$ cat src/rtl/bt3_pkg.sv
package bt3_pkg;
    // ------------------------------------------------------------
    // register offsets
    // ------------------------------------------------------------
    localparam logic [7:0] VOLTAGE_SELECT_ADDR = 8'h30;
    localparam logic [7:0] MODE_SELECT_ADDR = 8'h31;
    localparam logic [7:0] SPARE_READONLY_ADDR = 8'h32;
    localparam logic [7:0] ENABLE_AND_STATUS_ADDR = 8'h33;

    // ------------------------------------------------------------
    // field positions
    // ------------------------------------------------------------
    localparam int CODE_LSB = 0; // voltage code [5:0]
    localparam int CODE_W = 6;
    localparam int RANGE_BIT = 6; // range select
    localparam int MODE_BIT = 0; // 1 = forced fixed frequency
    localparam int ENABLE_BIT = 0; // converter enable
    localparam int PGOOD_BIT = 1; // power-good, read only
    localparam int EXACT_BIT = 2; // write-exact bit

    // ------------------------------------------------------------
    // reset values (plain defaults)
    // ------------------------------------------------------------
    localparam logic [5:0] CODE_RST = 6'h00;
    localparam logic RANGE_RST = 1'b1;
    localparam logic MODE_RST = 1'b0;
    localparam logic ENABLE_RST = 1'b1;
    localparam logic EXACT_RST = 1'b0;
    localparam logic [7:0] READ_ZERO = 8'h00;

    // ------------------------------------------------------------
    // timing: switching oscillator derived from the 200 MHz clock
    // ------------------------------------------------------------
    localparam int CLK_PERIOD_PS = 5000; // 5 ns
    localparam int OSC_PERIOD_PS = 625000; // 1.6 MHz
    localparam int OSC_CYC = OSC_PERIOD_PS / CLK_PERIOD_PS;
    localparam int DUTY_W = 7;

    // ------------------------------------------------------------
    // voltage map in millivolts
    // ------------------------------------------------------------
    localparam int MV_W = 13;
    localparam int HIGH_BASE_MV = 1250;
    localparam int HIGH_STEP_MV = 50;
    localparam logic [5:0] LOW_FIRST_CODE = 6'h12;
    // low range, indexed by the full code; zero marks an unavailable code
    localparam logic [12:0] LOW_RANGE_MV [64] = '{
        13'd0, 13'd0, 13'd0, 13'd0, 13'd0, 13'd0, 13'd0, 13'd0,
        13'd0, 13'd0, 13'd0, 13'd0, 13'd0, 13'd0, 13'd0, 13'd0,
        13'd0, 13'd0, 13'd1100, 13'd1125, 13'd1150, 13'd1175, 13'd1200, 13'd1225,
        13'd1255, 13'd1280, 13'd1305, 13'd1330, 13'd1355, 13'd1380, 13'd1405, 13'd1430,
        13'd1455, 13'd1480, 13'd1505, 13'd1530, 13'd1555, 13'd1585, 13'd1610, 13'd1635,
        13'd1660, 13'd1685, 13'd1710, 13'd1735, 13'd1760, 13'd1785, 13'd1810, 13'd1835,
        13'd1860, 13'd1890, 13'd1915, 13'd1940, 13'd1965, 13'd1990, 13'd2015, 13'd2040,
        13'd2065, 13'd2090, 13'd2115, 13'd2140, 13'd2165, 13'd2190, 13'd2200, 13'd2245
    };
endpackage

$ cat src/rtl/bt3_regs.sv
module bt3_regs #(
    parameter logic [5:0] RESET_CODE = bt3_pkg::CODE_RST,
    parameter logic RESET_RANGE = bt3_pkg::RANGE_RST,
    parameter logic RESET_ENABLE = bt3_pkg::ENABLE_RST
) (
    input wire logic CLOCK,
    input wire logic RST,
    input wire logic [7:0] REG_ADDR,
    input wire logic REG_WR,
    input wire logic [7:0] REG_WDATA,
    input wire logic REG_RD,
    output logic [7:0] REG_RDATA,
    input wire logic CONVERTER_ENABLE_PIN,
    input wire logic POWER_GOOD_RAW,
    input wire logic LIGHT_LOAD,
    input wire logic [bt3_pkg::DUTY_W-1:0] DUTY_DEMAND,
    output logic [5:0] VOLTAGE_CODE,
    output logic RANGE_SELECT,
    output logic FORCE_FIXED_FREQ,
    output logic [bt3_pkg::MV_W-1:0] TARGET_MV,
    output logic CODE_UNAVAILABLE,
    output logic CONVERTER_RUN,
    output logic OSC_TICK,
    output logic HIGH_SIDE_ON
);
    // ------------------------------------------------------------
    // state
    // ------------------------------------------------------------
    logic [5:0] code_r; // voltage code
    logic range_r; // range select
    logic mode_r; // forced fixed frequency
    logic enable_r; // software enable
    logic exact_r; // write-exact storage
    logic pg_s1_r; // synchroniser first stage
    logic pg_s2_r; // synchroniser second stage
    logic [7:0] osc_cnt_r; // oscillator divider
    logic [7:0] osc_cnt_nxt;
    logic hs_nxt;

    // ------------------------------------------------------------
    // address decode
    // ------------------------------------------------------------
    wire sel_volt = (REG_ADDR == bt3_pkg::VOLTAGE_SELECT_ADDR);
    wire sel_mode = (REG_ADDR == bt3_pkg::MODE_SELECT_ADDR);
    wire sel_ctl = (REG_ADDR == bt3_pkg::ENABLE_AND_STATUS_ADDR);
    wire wr_volt = REG_WR && sel_volt;
    wire wr_mode = REG_WR && sel_mode;
    wire wr_ctl = REG_WR && sel_ctl;

    // ------------------------------------------------------------
    // register writes
    // ------------------------------------------------------------
    // only defined fields store; read-only bits drop the write
    always_ff @(posedge CLOCK) begin
        if (RST) begin
            code_r <= RESET_CODE;
            range_r <= RESET_RANGE;
            mode_r <= bt3_pkg::MODE_RST;
            enable_r <= RESET_ENABLE;
            exact_r <= bt3_pkg::EXACT_RST;
        end else begin
            if (wr_volt) begin
                code_r <= REG_WDATA[bt3_pkg::CODE_LSB +: bt3_pkg::CODE_W];
                range_r <= REG_WDATA[bt3_pkg::RANGE_BIT];
            end
            if (wr_mode) begin
                mode_r <= REG_WDATA[bt3_pkg::MODE_BIT];
            end
            if (wr_ctl) begin
                enable_r <= REG_WDATA[bt3_pkg::ENABLE_BIT];
                exact_r <= REG_WDATA[bt3_pkg::EXACT_BIT];
            end
        end
    end

    // ------------------------------------------------------------
    // power-good synchroniser
    // ------------------------------------------------------------
    // comparator output is asynchronous to the register clock
    always_ff @(posedge CLOCK) begin
        if (RST) begin
            pg_s1_r <= 1'b0;
            pg_s2_r <= 1'b0;
        end else begin
            pg_s1_r <= POWER_GOOD_RAW;
            pg_s2_r <= pg_s1_r;
        end
    end

    // ------------------------------------------------------------
    // read mux
    // ------------------------------------------------------------
    // reserved bits and the spare register read zero
    wire [7:0] rd_volt = {1'b0, range_r, code_r};
    wire [7:0] rd_mode = {7'h00, mode_r};
    wire [7:0] rd_ctl = {5'h00, exact_r, pg_s2_r, enable_r};
    wire [7:0] rd_mux = sel_volt ? rd_volt :
                        sel_mode ? rd_mode :
                        sel_ctl ? rd_ctl : bt3_pkg::READ_ZERO;

    // read data is captured on the read strobe and held
    always_ff @(posedge CLOCK) begin
        if (RST) begin
            REG_RDATA <= bt3_pkg::READ_ZERO;
        end else if (REG_RD) begin
            REG_RDATA <= rd_mux;
        end
    end

    // ------------------------------------------------------------
    // voltage map
    // ------------------------------------------------------------
    wire [12:0] high_mv = 13'(bt3_pkg::HIGH_BASE_MV + bt3_pkg::HIGH_STEP_MV * int'(code_r));
    wire [12:0] low_mv = bt3_pkg::LOW_RANGE_MV[code_r];
    wire low_bad = !range_r && (code_r < bt3_pkg::LOW_FIRST_CODE);

    // target follows the code in the selected range
    always_ff @(posedge CLOCK) begin
        if (RST) begin
            TARGET_MV <= '0;
            CODE_UNAVAILABLE <= 1'b0;
        end else begin
            TARGET_MV <= range_r ? high_mv : low_mv;
            CODE_UNAVAILABLE <= low_bad;
        end
    end

    assign VOLTAGE_CODE = code_r;
    assign RANGE_SELECT = range_r;
    assign FORCE_FIXED_FREQ = mode_r;

    // ------------------------------------------------------------
    // enable and switching oscillator
    // ------------------------------------------------------------
    // free-running divider, one tick per switching period
    assign osc_cnt_nxt = (osc_cnt_r == 8'(bt3_pkg::OSC_CYC - 1)) ? 8'h00 : osc_cnt_r + 8'h01;
    // light load without forced mode skips pulses, even at full demand; otherwise full demand stays on
    wire skip = !mode_r && LIGHT_LOAD;
    wire full_duty = (int'(DUTY_DEMAND) >= bt3_pkg::OSC_CYC);
    assign hs_nxt = CONVERTER_RUN && !skip &&
                    (full_duty || (osc_cnt_r < 8'(DUTY_DEMAND)));

    always_ff @(posedge CLOCK) begin
        if (RST) begin
            osc_cnt_r <= 8'h00;
            OSC_TICK <= 1'b0;
            CONVERTER_RUN <= 1'b0;
            HIGH_SIDE_ON <= 1'b0;
        end else begin
            osc_cnt_r <= osc_cnt_nxt;
            OSC_TICK <= (osc_cnt_r == 8'(bt3_pkg::OSC_CYC - 1));
            CONVERTER_RUN <= CONVERTER_ENABLE_PIN && enable_r;
            HIGH_SIDE_ON <= hs_nxt;
        end
    end

    // ------------------------------------------------------------
    // assertions
    // ------------------------------------------------------------
    localparam int OSC_CYCLES = bt3_pkg::OSC_CYC;
endmodule

$ cat config.mk
export PLATFORM = sky130hd
export DESIGN_NAME = bt3_regs
export DESIGN_NICKNAME = d
export VERILOG_FILES = /design/src/rtl/bt3_pkg.sv /design/src/rtl/bt3_regs.sv
export SDC_FILE = /design/constraint.sdc
export NUM_CORES = 1
export LEC_CHECK = 0
export BUFFER_PORTS_ARGS = -buffer_cell sky130_fd_sc_hd__buf_2
export CAP_MARGIN = 20
export CORE_ASPECT_RATIO = 0.8
export CORE_MARGIN = 1
export CORE_UTILIZATION = 50
export DETAILED_ROUTE_END_ITERATION = 8
export PLACE_DENSITY = 0.73
export SYNTH_ARGS = -nofsm -noshare
export SYNTH_HDL_FRONTEND = slang
export SYNTH_SLANG_ARGS = --single-unit
$ cat constraint.sdc
create_clock -name CLOCK -period 8.3 [get_ports CLOCK]
set_clock_uncertainty 0.15 [all_clocks]
set_input_delay 1.66 -clock CLOCK [delete_from_list [all_inputs] [get_ports CLOCK]]
set_output_delay 1.66 -clock CLOCK [all_outputs]
set_load 0.01 [all_outputs]
### Yosys cells after proc, flatten, opt, wreduce, memory -nomap -nowiden

Memory sizes are Yosys's and may differ from the RTL's.
Cells that the tools add are included.

* reductions and logical operators: 13
* order comparisons: 4
* equality and inequality tests: 4
* multipliers: 1
* add/subtract/negate cells: 2
* multiplexer cells: 6
* bitwise logic cells: 1

Operators with widths (number)
* $mux 13: 3
* $eq 8x6->1 const B: 3
* $ge 7x7->1 const B: 2
* $add 11x12->13 const A: 1
* $mul 5x6->11 const A: 1
* $add 8x1->8 const B: 1
* $eq 8x7->1 const B: 1
* $logic_and 1x1->1: 8
* $lt 8x7->1: 1
* $mux 7: 1
* $not 6->7: 1
* $lt 6x5->1 const B: 1
* $mux 3: 2
* $logic_not 1->1: 3
* $reduce_or 2->1: 1
* $logic_or 1x1->1: 1

* ROM bits: 832
* register bits after elaboration: 45
* logic and storage cells: 46
* output and inout port bits: 33
* memories: 1
* input bits: 30

Memory list
* (no name shown): words 64, bits a word 13, rd ports 1, clocked after memory_dff 0, write ports 0, RTL line bt3_regs.sv:114 `wire [12:0] low_mv = bt3_pkg::LOW_RANGE_MV[code_r];`

### Longest topological paths before layout

Gate-level depths: netlist of run 1.

* word-level depth: 5
* depth in mapped cells: 14
* mapped depth without buffers: 12

### Least setup slack after synthesis of run 1

Ideal clock, no wire load.

* kind: register to register
* start: register code_r[2], in the netlist VOLTAGE_CODE[2]
* end: register TARGET_MV[11] (netlist name)
* arrival: 3.691 ns
* required time: 8.054 ns
* path buffers: 2
* path slack: 4.364 ns
* cell stages (with the launch flop): 14
* setup time: 0.096 ns
* period minus slack after synthesis: 3.936 ns
* cell sequence: dfxtp_1 -> buf_2 -> inv_2 -> clkbuf_1 -> ha_1 -> ha_1 -> ha_1 -> fa_1 -> a211oi_1 -> nor2_1 -> xor2_1 -> a21oi_2 -> or4b_1 -> o311ai_1

* cells in the longest elaborated chain, start to end: 5
* elaborated cells on any way between the ends: 7
* those cells by class: 1 x add/sub; 1 x mul; 3 x mux; 1 x bitwise; 1 x memory

Ends and longest elaborated chain
* start: declaration: RTL line bt3_regs.sv:29 `logic [5:0] code_r;`
* start signal: assignment: RTL line bt3_regs.sv:63 `code_r <= REG_WDATA[bt3_pkg::CODE_LSB +: bt3_pkg::CODE_W];`
* branches (longest 4 deep; another with $add 11x12->13)
* $mux 13 *: RTL line bt3_regs.sv:123 `TARGET_MV <= range_r ? high_mv : low_mv;`
* end signal: assignment: RTL line bt3_regs.sv:123
* end: declaration: RTL line bt3_regs.sv:20 `output logic [bt3_pkg::MV_W-1:0] TARGET_MV,`

Every way passes the cells marked *. The select of a mux whose other input is x is not followed.
A chain may end at the register's enable or synchronous reset.

### Final worst setup path of run 1

* start: register code_r[3], in the netlist VOLTAGE_CODE[3]
* end: register TARGET_MV[11] (netlist name)

Same word-level chain as after synthesis.

==> reports/metrics.yaml, run 1 <==
drt:
  dr.pass1.iters: 5
  route.detailed.drc: 0
  via_per_inst: 5.72
  drt-wirelength-per-cell_um: 14.3
  drt_iter0_drc: 191
  totalWireLength_um: 7660
  ant_nets: 0
  via_count: 3056
global_route:
  grt_max_degree: 40
  gr-total-overflow: 0
  antenna_found_initial: 0
  first_global_vias: 2497
  grt_pass1_wl_um: 12200
  grtUsageTotal_pct: 21.9
critical_path:
  worst_r2r_path_depth: 12
  cp_max_fo: 35
  r2r_slack_ps: 4540
  critPathKind: "flop to flop"
  critPathCaptureType: "flop"
  critPathArrivalTime_ps: 3820
  cpMostUsedCell: "ha_1"
  critPathLaunchType: "flop"
  r2r-end: "TARGET_MV[11]$_SDFF_PP0_"
  crit_slowest_cell: "or4b_1"
  cpPeakStageDelay_ps: 500
  r2r_start: "VOLTAGE_CODE[3]$_SDFFE_PP0P_"
  crit_chain: "buf_4 -> inv_2 -> ha_1 -> xor2_1 -> ha_1 -> ha_1 -> a211oi_1 -> nor2_1 -> xor2_1 -> a21oi_2 -> or4b_1 -> o311ai_1"
  required_ps: 8350
timing:
  finalSetupTns_ps: 0
  setup_viol: 0
  finalCritPeriodShare_pct: 45.4
  timing.fmax_mhz: 266
  tightest_slew_ps: 994
  maxSlewHeadroom_pct: 33.6
  post-route-min-period_ps: 3760
  slew_viol_final: 0
  rsz0062_at_grt: "false"
  finalHoldViolCount: 0
hold_path:
  worstHoldEndpoint: "pg_s2_r$_SDFF_PP0_"
  hold_depth: 1
  hp-start: "pg_s1_r$_SDFF_PP0_"
  hp-class: "flop to flop"
pwr:
  design_power_total_mw: 0.421
  powerDensity_nw_per_um2: 111
  p_leak_nw: 1.86
  ir_drop_mv: 0.0958
synthesis:
  synth_edf_count: 0
  synthFlopType: "dfxtp_1"
  synth-seq-area-share_pct: 26.4
  avgSynthCellArea_um2: 8.32
  synthCells: 401
  async_flop_share_pct: 0
  syn_nets: 477
  ys_ff_latch: 44
  synth_cell_types: 58
  syn_area_um2: 3340
  yosys_warnings: 0
clock_network:
  cts_buffers: 5
  clk_path_buf_depth: 2
  insertion_delay_ps: 300
  clkTransAtPathRegs_ps: 80
  ctsHoldBuffers: 0
  cts_tree: "yes"
  htreeDepth: 2
  postCtsSetupBuffers: 0
  cts_root_buffer: "clkbuf_8"
  cts.sinks: 44
  cts_resized: 0
final_layout:
  stdcell_area_um2: 3800
  seqCellArea_um2: 881
  final_layout_size_suffix_gt1_share_pct: 18.4
  multi_input_area_um2: 2260
  fillers: 571
  area_growth_pct: 14.1
  nNetsFinal: 525
  antenna_cells: 0
  final_core_util_pct: 59.4
floorplanning:
  coreArea_um2: 6410
  die_y_um: 75.1
  ios: 63
  die_x_um: 93.3
  die_area_um2: 7000
  fp-row-count: 26
  start_util_pct: 52.0
run_status:
  status: "finished, final reports clean"
run:
  maxCapViolations: 0
place:
  portBuffers: 60
  dp_hpwl_um: 5520
  placed_cell_area_um2: 3680
  place_congestion: 0.861
[Yosys cell counts, types with 2 or more instances]
cell,n,area (µm²)
a2111oi_0,2,17.5
o21ai_1,7,35.0
inv_2,3,11.3
fa_1,2,40.0
xor2_1,11,96.3
mux2i_1,15,150
nor2_1,41,154
nor4_1,2,12.5
and3_1,4,25.0
buf_1,2,7.51
or2_1,2,12.5
nand2_1,14,52.6
nor2b_1,11,68.8
a22o_1,3,26.3
nor3b_1,3,22.5
nand2b_1,9,56.3
a221oi_1,4,35.0
and2_1,3,18.8
buf_2,4,20.0
a211oi_1,19,143
xnor2_1,7,61.3
a21oi_1,29,145
a31oi_1,5,31.3
clkbuf_1,18,67.6
o311ai_1,2,17.5
a21o_1,3,22.5
o21ai_0,6,30.0
o211ai_1,4,30.0
a211o_1,3,26.3
and3b_1,2,17.5
dfxtp_1,44,881
ha_1,44,551
nand4b_1,2,17.5
inv_1,21,78.8
nor3_1,8,40.0
nand3_1,20,100
[stage by stage]
stage / hold slack, ps / setup slack, ps / std cells
after floorplan: 264 / 4360 / 401
after global placement: 272 / 4600 / 526
after detailed placement: 285 / 4580 / 526
after CTS: 306 / 4550 / 534
after global routing: 320 / 4300 / 534
final: 308 / 4540 / 534
[cell usage in the layout (no fill, tap or decap), drive strengths merged, types with 4 or more instances in the layout]
cell    count
dfxtp      44
a31oi       5
mux2i      15
clkbuf      6
nor2b      11
nand2b      9
nand2      14
xnor2       7
nor2       41
xor2       11
a221oi      4
a21oi      30
inv        24
nor3        9
nand3      20
ha         44
buf        66
o211ai      4
and3        5
a211oi     20
o21ai      13
[layer usage]
metal / share of wire [%] / up-vias / wire (µm) / global-route usage (%)
li1: - / 1519 / - / -
met1: 48 / 1413 / 3680 / 31.5
met2: 45 / 120 / 3440 / 35.0
met3: 6.4 / 4 / 488 / 3.74
met4: 0.64 / 0 / 49 / 3.93
met5: 0 / - / 0 / 0
[kinds of logic (layout without fill, tap and decap cells)]
logic type	count (synthesis)	count (layout)	synth area share [%]
mux	16	16	4.84
flops	44	44	26.4
simple gates	127	127	19.6
fa+ha+maj	46	46	17.7
other cells	1	1	0.112
compound gates	99	99	20.7
buf+inv	50	99	5.89
xor+xnor	18	18	4.73
[sequential cells by signal, indices dropped and copies added, names as in the netlist]
name / flops
pg_s1_r: 1
REG_RDATA: 7
osc_cnt_r: 8
TARGET_MV: 13
CONVERTER_RUN: 1
pg_s2_r: 1
enable_r: 1
CODE_UNAVAILABLE: 1
VOLTAGE_CODE: 6
exact_r: 1
HIGH_SIDE_ON: 1
OSC_TICK: 1
RANGE_SELECT: 1
FORCE_FIXED_FREQ: 1
[area by class of cell]
class	instances	share of cell area, %
Multi-Input combinational cell	307	59.4
Inverter	25	2.47
Clock buffer	6	2.17
Timing Repair Buffer	66	9.08
Clock inverter	2	1.02
Sequential cell	44	23.2
Tap cell	84	2.76
[critical path, delay by kind of cell, from the launching register on]
| kind | cells | cell delay (ps) |
|---|---|---|
| and+or+nand+nor | 2 | 600 |
| buffers and inverters | 2 | 570 |
| AOI/OAI and AO/OA | 3 | 520 |
| DFF | 1 | 320 |
| xor gates and xnor gates | 2 | 510 |
| adders and majority gates | 3 | 980 |
[report_power, final]
group | leakage [nW] | internal [mW] | switching (mW) | total, mW
clock | 0.0614 | 0.0985 | 0.0757 | 0.174
sequential | 0.358 | 0.215 | 0.00291 | 0.217
combinational | 1.44 | 0.0135 | 0.0156 | 0.0290
[worst max path at each step]
stage	to	slack [ps]	depth (start not counted)	start
after CTS	TARGET_MV[11]$_SDFF_PP0_	4550	12	VOLTAGE_CODE[3]$_SDFFE_PP0P_
final	TARGET_MV[11]$_SDFF_PP0_	4540	12	VOLTAGE_CODE[3]$_SDFFE_PP0P_
after global placement	TARGET_MV[11]$_SDFF_PP0_	4600	12	VOLTAGE_CODE[3]$_SDFFE_PP0P_
after floorplan	TARGET_MV[11]$_SDFF_PP0_	4360	13	VOLTAGE_CODE[2]$_SDFFE_PP0P_
after global routing	TARGET_MV[11]$_SDFF_PP0_	4300	12	VOLTAGE_CODE[3]$_SDFFE_PP0P_
after detailed placement	TARGET_MV[11]$_SDFF_PP0_	4580	12	VOLTAGE_CODE[3]$_SDFFE_PP0P_
Note: power is estimated with default switching activity, not from simulation.
==> inputs of run 2 (changes only) <==
clock period = 3.7 ns   (was 8.3 ns; I/O delays follow)
==> reports/metrics.yaml, run 2 (synthesis results as in run 1) <==
timing:
  maxSlewHeadroom_pct: 52.7
  fin_ws_ps: 221
  setup_viol: 0
  finalHoldViolCount: 0
  finalSetupTns_ps: 0
  finalCritPeriodShare_pct: 94.0
  timing.fmax_mhz: 287
  slew_viol_final: 0
  hold_slack_ps: 309
  tightest_slew_ps: 710
  rsz0062_at_grt: "false"
  post-route-min-period_ps: 3480
final_layout:
  fillers: 586
  final_layout_size_suffix_gt1_share_pct: 20.1
  layout_commonest_cell: "buf_2"
  final_cells: 541
  area_growth_pct: 15.6
  top_regs: "TARGET_MV (13), osc_cnt_r (8), REG_RDATA (7)"
  multi_input_area_um2: 2260
  seqCellArea_um2: 882
  antenna_cells: 0
  nNetsFinal: 532
  largest_reg_flops: 13
  stdcell_area_um2: 3860
  final_core_util_pct: 60.2
  layout_common_cells: "buf_2, ha_1, dfxtp_1"
  regMostFlops: "TARGET_MV"
run:
  maxCapViolations: 0
global_route:
  grtUsageTotal_pct: 22.8
  antenna_found_initial: 0
  grt_max_degree: 40
  first_global_vias: 2544
  grt_pass1_wl_um: 12600
  gr-total-overflow: 0
clock_network:
  cts_resized: 0
  htreeDepth: 2
  insertion_delay_ps: 300
  cts.sinks: 44
  postCtsSetupBuffers: 0
  ctsHoldBuffers: 0
  cts_tree: "yes"
  clkTransAtPathRegs_ps: 90
  clk_path_buf_depth: 2
  cts_buffers: 5
  cts_root_buffer: "clkbuf_8"
critical_path:
  critPathKind: "flop to flop"
  cp_max_fo: 19
  critPathCaptureType: "flop"
  critPathLaunchType: "flop"
  critPathArrivalTime_ps: 3530
  required_ps: 3750
drt:
  route.detailed.drc: 0
  ant_nets: 0
  via_count: 3047
  drt_iter0_drc: 155
  totalWireLength_um: 7900
  drt-wirelength-per-cell_um: 14.6
  via_per_inst: 5.63
  dr.pass1.iters: 5
place:
  place_ws_ps: 284
  dp_hpwl_um: 5820
  placed_cell_area_um2: 3740
  place_congestion: 0.833
  dp.cells: 533
  portBuffers: 60
pwr:
  ir_drop_mv: 0.179
  design_power_total_mw: 0.935
  p_leak_nw: 1.89
  powerDensity_nw_per_um2: 242
floorplanning:
  fp-row-count: 26
  coreArea_um2: 6410
  die_area_um2: 7000
  die_y_um: 75.1
  die_x_um: 93.3
  start_util_pct: 52.0
  ios: 63
run_status:
  status: "finished, final reports clean"
hold_path:
  hp-class: "flop to flop"
-- run 2: critical path, stage by stage, from the launching register on --
cell      delay (ps)
dfxtp_1          340
buf_4            250
ha_1             210
ha_1             230
ha_1             320
fa_1             480
a211oi_2         270
nor2_1           100
xor2_1           330
a21oi_2          100
or4b_1           500
o311ai_1          80
-- run 2: final timing paths --
| path | startpoint | to | slack, ps | cells after the start |
|---|---|---|---|---|
| max reg2reg | VOLTAGE_CODE[1]$_SDFFE_PP0P_ | TARGET_MV[11]$_SDFF_PP0_ | 220 | 11 |
| max | VOLTAGE_CODE[1]$_SDFFE_PP0P_ | TARGET_MV[11]$_SDFF_PP0_ | 220 | 11 |
| min | pg_s1_r$_SDFF_PP0_ | pg_s2_r$_SDFF_PP0_ | 310 | 1 |
| min reg2reg | pg_s1_r$_SDFF_PP0_ | pg_s2_r$_SDFF_PP0_ | 310 | 1 |
-- run 2: cell type report --
| cell class | count | area share [%] |
|---|---|---|
| repair buffers | 73 | 10.3 |
| clock buffers | 5 | 1.78 |
| multi-input cells | 307 | 58.7 |
| clock inverters | 3 | 1.20 |
| inverters | 25 | 2.43 |
| flip-flops and latches | 44 | 22.9 |
| well taps | 84 | 2.72 |
-- run 2: where the power goes --
group / leakage [nW] / switching, mW / internal [mW]
Sequential: 0.358 / 0.00603 / 0.481
Combinational: 1.47 / 0.0358 / 0.0304
Clock: 0.0548 / 0.178 / 0.204
-- run 2: layer usage --
layer	vias up	share of wire (%)	track usage, %	wire (µm)
met5	-	0	0	0
met4	0	0.37	3.76	29
met3	5	5.9	4.04	469
met2	92	46	37.5	3600
met1	1419	48	32.0	3800
li1	1531	-	-	-
==> inputs of run 3 (changes only) <==
SKIP_CTS_REPAIR_TIMING = 1   (was default)
clock period = 3.5 ns   (was 3.7 ns; I/O delays follow)
==> reports/metrics.yaml, run 3 (synthesis results as in run 1) <==
place:
  portBuffers: 60
  placed_cell_area_um2: 3800
  dp_hpwl_um: 5970
  place_congestion: 0.848
  place_ws_ps: 177
drt:
  route.detailed.drc: 0
  via_per_inst: 5.60
  dr.pass1.iters: 6
  ant_nets: 0
  drt-wirelength-per-cell_um: 14.5
  drt_iter0_drc: 112
  totalWireLength_um: 7930
  via_count: 3058
hold_path:
  worstHoldEndpoint: "pg_s2_r$_SDFF_PP0_"
  hp-start: "pg_s1_r$_SDFF_PP0_"
  hold_depth: 1
  hp-class: "flop to flop"
pwr:
  p_sw_mw: 0.231
  p_comb_share_pct: 7.3
  p_leak_nw: 1.91
  seq_power_share_pct: 53.7
  ir_drop_mv: 0.190
  powerDensity_nw_per_um2: 245
  clkPwrFrac_pct: 39.0
  p_int_mw: 0.727
  swShare_pct: 24.1
timing:
  finalSetupTns_ps: 0
  post-route-min-period_ps: 3330
  maxSlewHeadroom_pct: 52.4
  timing.fmax_mhz: 300
  setup_viol: 0
  finalHoldViolCount: 0
  tightest_slew_ps: 715
  finalCritPeriodShare_pct: 95.2
  rsz0062_at_grt: "false"
  slew_viol_final: 0
  fin_ws_ps: 168
floorplanning:
  die_x_um: 93.3
  start_util_pct: 52.0
  coreArea_um2: 6410
  die_area_um2: 7000
  ios: 63
  die_y_um: 75.1
  fp-row-count: 26
final_layout:
  top_regs: "TARGET_MV (13), osc_cnt_r (8), REG_RDATA (7)"
  final_layout_size_suffix_gt1_share_pct: 21.6
  nNetsFinal: 537
  layout_commonest_cell: "buf_2"
  final_core_util_pct: 61.1
  largest_reg_flops: 13
  layout_common_cells: "buf_2, ha_1, dfxtp_1"
  area_growth_pct: 17.3
  antenna_cells: 0
  stdcell_area_um2: 3910
  regMostFlops: "TARGET_MV"
  fillers: 592
global_route:
  grt_pass1_wl_um: 12700
  grtUsageTotal_pct: 23.2
  antenna_found_initial: 0
  first_global_vias: 2680
  gr-total-overflow: 0
  grt_max_degree: 40
clock_network:
  cts_root_buffer: "clkbuf_8"
  clk_path_buf_depth: 2
  clkTransAtPathRegs_ps: 90
  cts_tree: "yes"
  htreeDepth: 2
  cts_buffers: 5
  insertion_delay_ps: 300
  cts.sinks: 44
critical_path:
  path_delay_family: "adder cells"
  r2r_slack_ps: 170
  r2r_start: "VOLTAGE_CODE[2]$_SDFFE_PP0P_"
  critPathCaptureType: "flop"
  critPathKind: "flop to flop"
  crit_chain: "inv_2 -> ha_1 -> ha_1 -> ha_4 -> ha_1 -> a211o_1 -> and3_4 -> o311ai_4 -> a21oi_2 -> or4b_1 -> o311ai_1"
  worst_r2r_path_depth: 11
  r2r-end: "TARGET_MV[11]$_SDFF_PP0_"
  required_ps: 3550
  cp_max_fo: 8
  cpMostUsedCell: "ha_1"
  critPathLaunchType: "flop"
  cp.buffers_inverters: 1
  cpPeakStageDelay_ps: 500
  critPathArrivalTime_ps: 3380
  crit_slowest_cell: "or4b_1"
run_status:
  status: "finished, final reports clean"
run:
  maxCapViolations: 0
[run 3: cell type report]
cell class	count	area (µm²)	share of cell area, %
Clock buffer	6	93.8	2.40
Clock inverter	2	16.3	0.416
Inverter	25	93.8	2.40
Multi-Input combinational cell	307	2280	58.2
Sequential cell	44	886	22.6
Tap cell	84	105	2.69
Timing Repair Buffer	78	439	11.2
[run 3: worst max path at each step]
| stage | start | end | slack (ps) | cells past startpoint |
|---|---|---|---|---|
| 4_1_cts | VOLTAGE_CODE[2]$_SDFFE_PP0P_ | TARGET_MV[11]$_SDFF_PP0_ | 150 | 11 |
| 6_report | VOLTAGE_CODE[2]$_SDFFE_PP0P_ | TARGET_MV[11]$_SDFF_PP0_ | 170 | 11 |
| 5_1_grt | VOLTAGE_CODE[2]$_SDFFE_PP0P_ | TARGET_MV[11]$_SDFF_PP0_ | 20 | 11 |
| 3_5_place_dp | VOLTAGE_CODE[2]$_SDFFE_PP0P_ | TARGET_MV[11]$_SDFF_PP0_ | 180 | 11 |
| 3_3_place_gp | VOLTAGE_CODE[2]$_SDFFE_PP0P_ | TARGET_MV[11]$_SDFF_PP0_ | 210 | 11 |
| 2_1_floorplan | VOLTAGE_CODE[3]$_SDFFE_PP0P_ | TARGET_MV[11]$_SDFF_PP0_ | -1 | 12 |
[run 3: stage by stage]
stage,hold WS (ps),total power [mW],std cells
detailed placement,282,0.596,538
floorplan,264,0.565,401
CTS,303,0.968,546
global route,311,1.00,546
finish,295,0.959,546
global placement,271,0.594,538
[run 3: routing by layer]
| layer | share of wire [%] | up-vias | global-route usage [%] | routed length, µm |
|---|---|---|---|---|
| li1 | - | 1545 | - | - |
| met1 | 49 | 1430 | 33.4 | 3860 |
| met2 | 46 | 79 | 35.9 | 3640 |
| met3 | 5.1 | 4 | 4.65 | 402 |
| met4 | 0.33 | 0 | 4.96 | 26 |
| met5 | 0 | - | 0 | 0 |
[run 3: power groups by stage]
stage	Clock (mW)	Sequential, mW	Combinational, mW
after floorplan	0	0.527	0.0381
after global placement	0	0.526	0.0677
after detailed placement	0	0.526	0.0698
after CTS	0.383	0.515	0.0700
after global routing	0.408	0.516	0.0784
final	0.374	0.514	0.0699
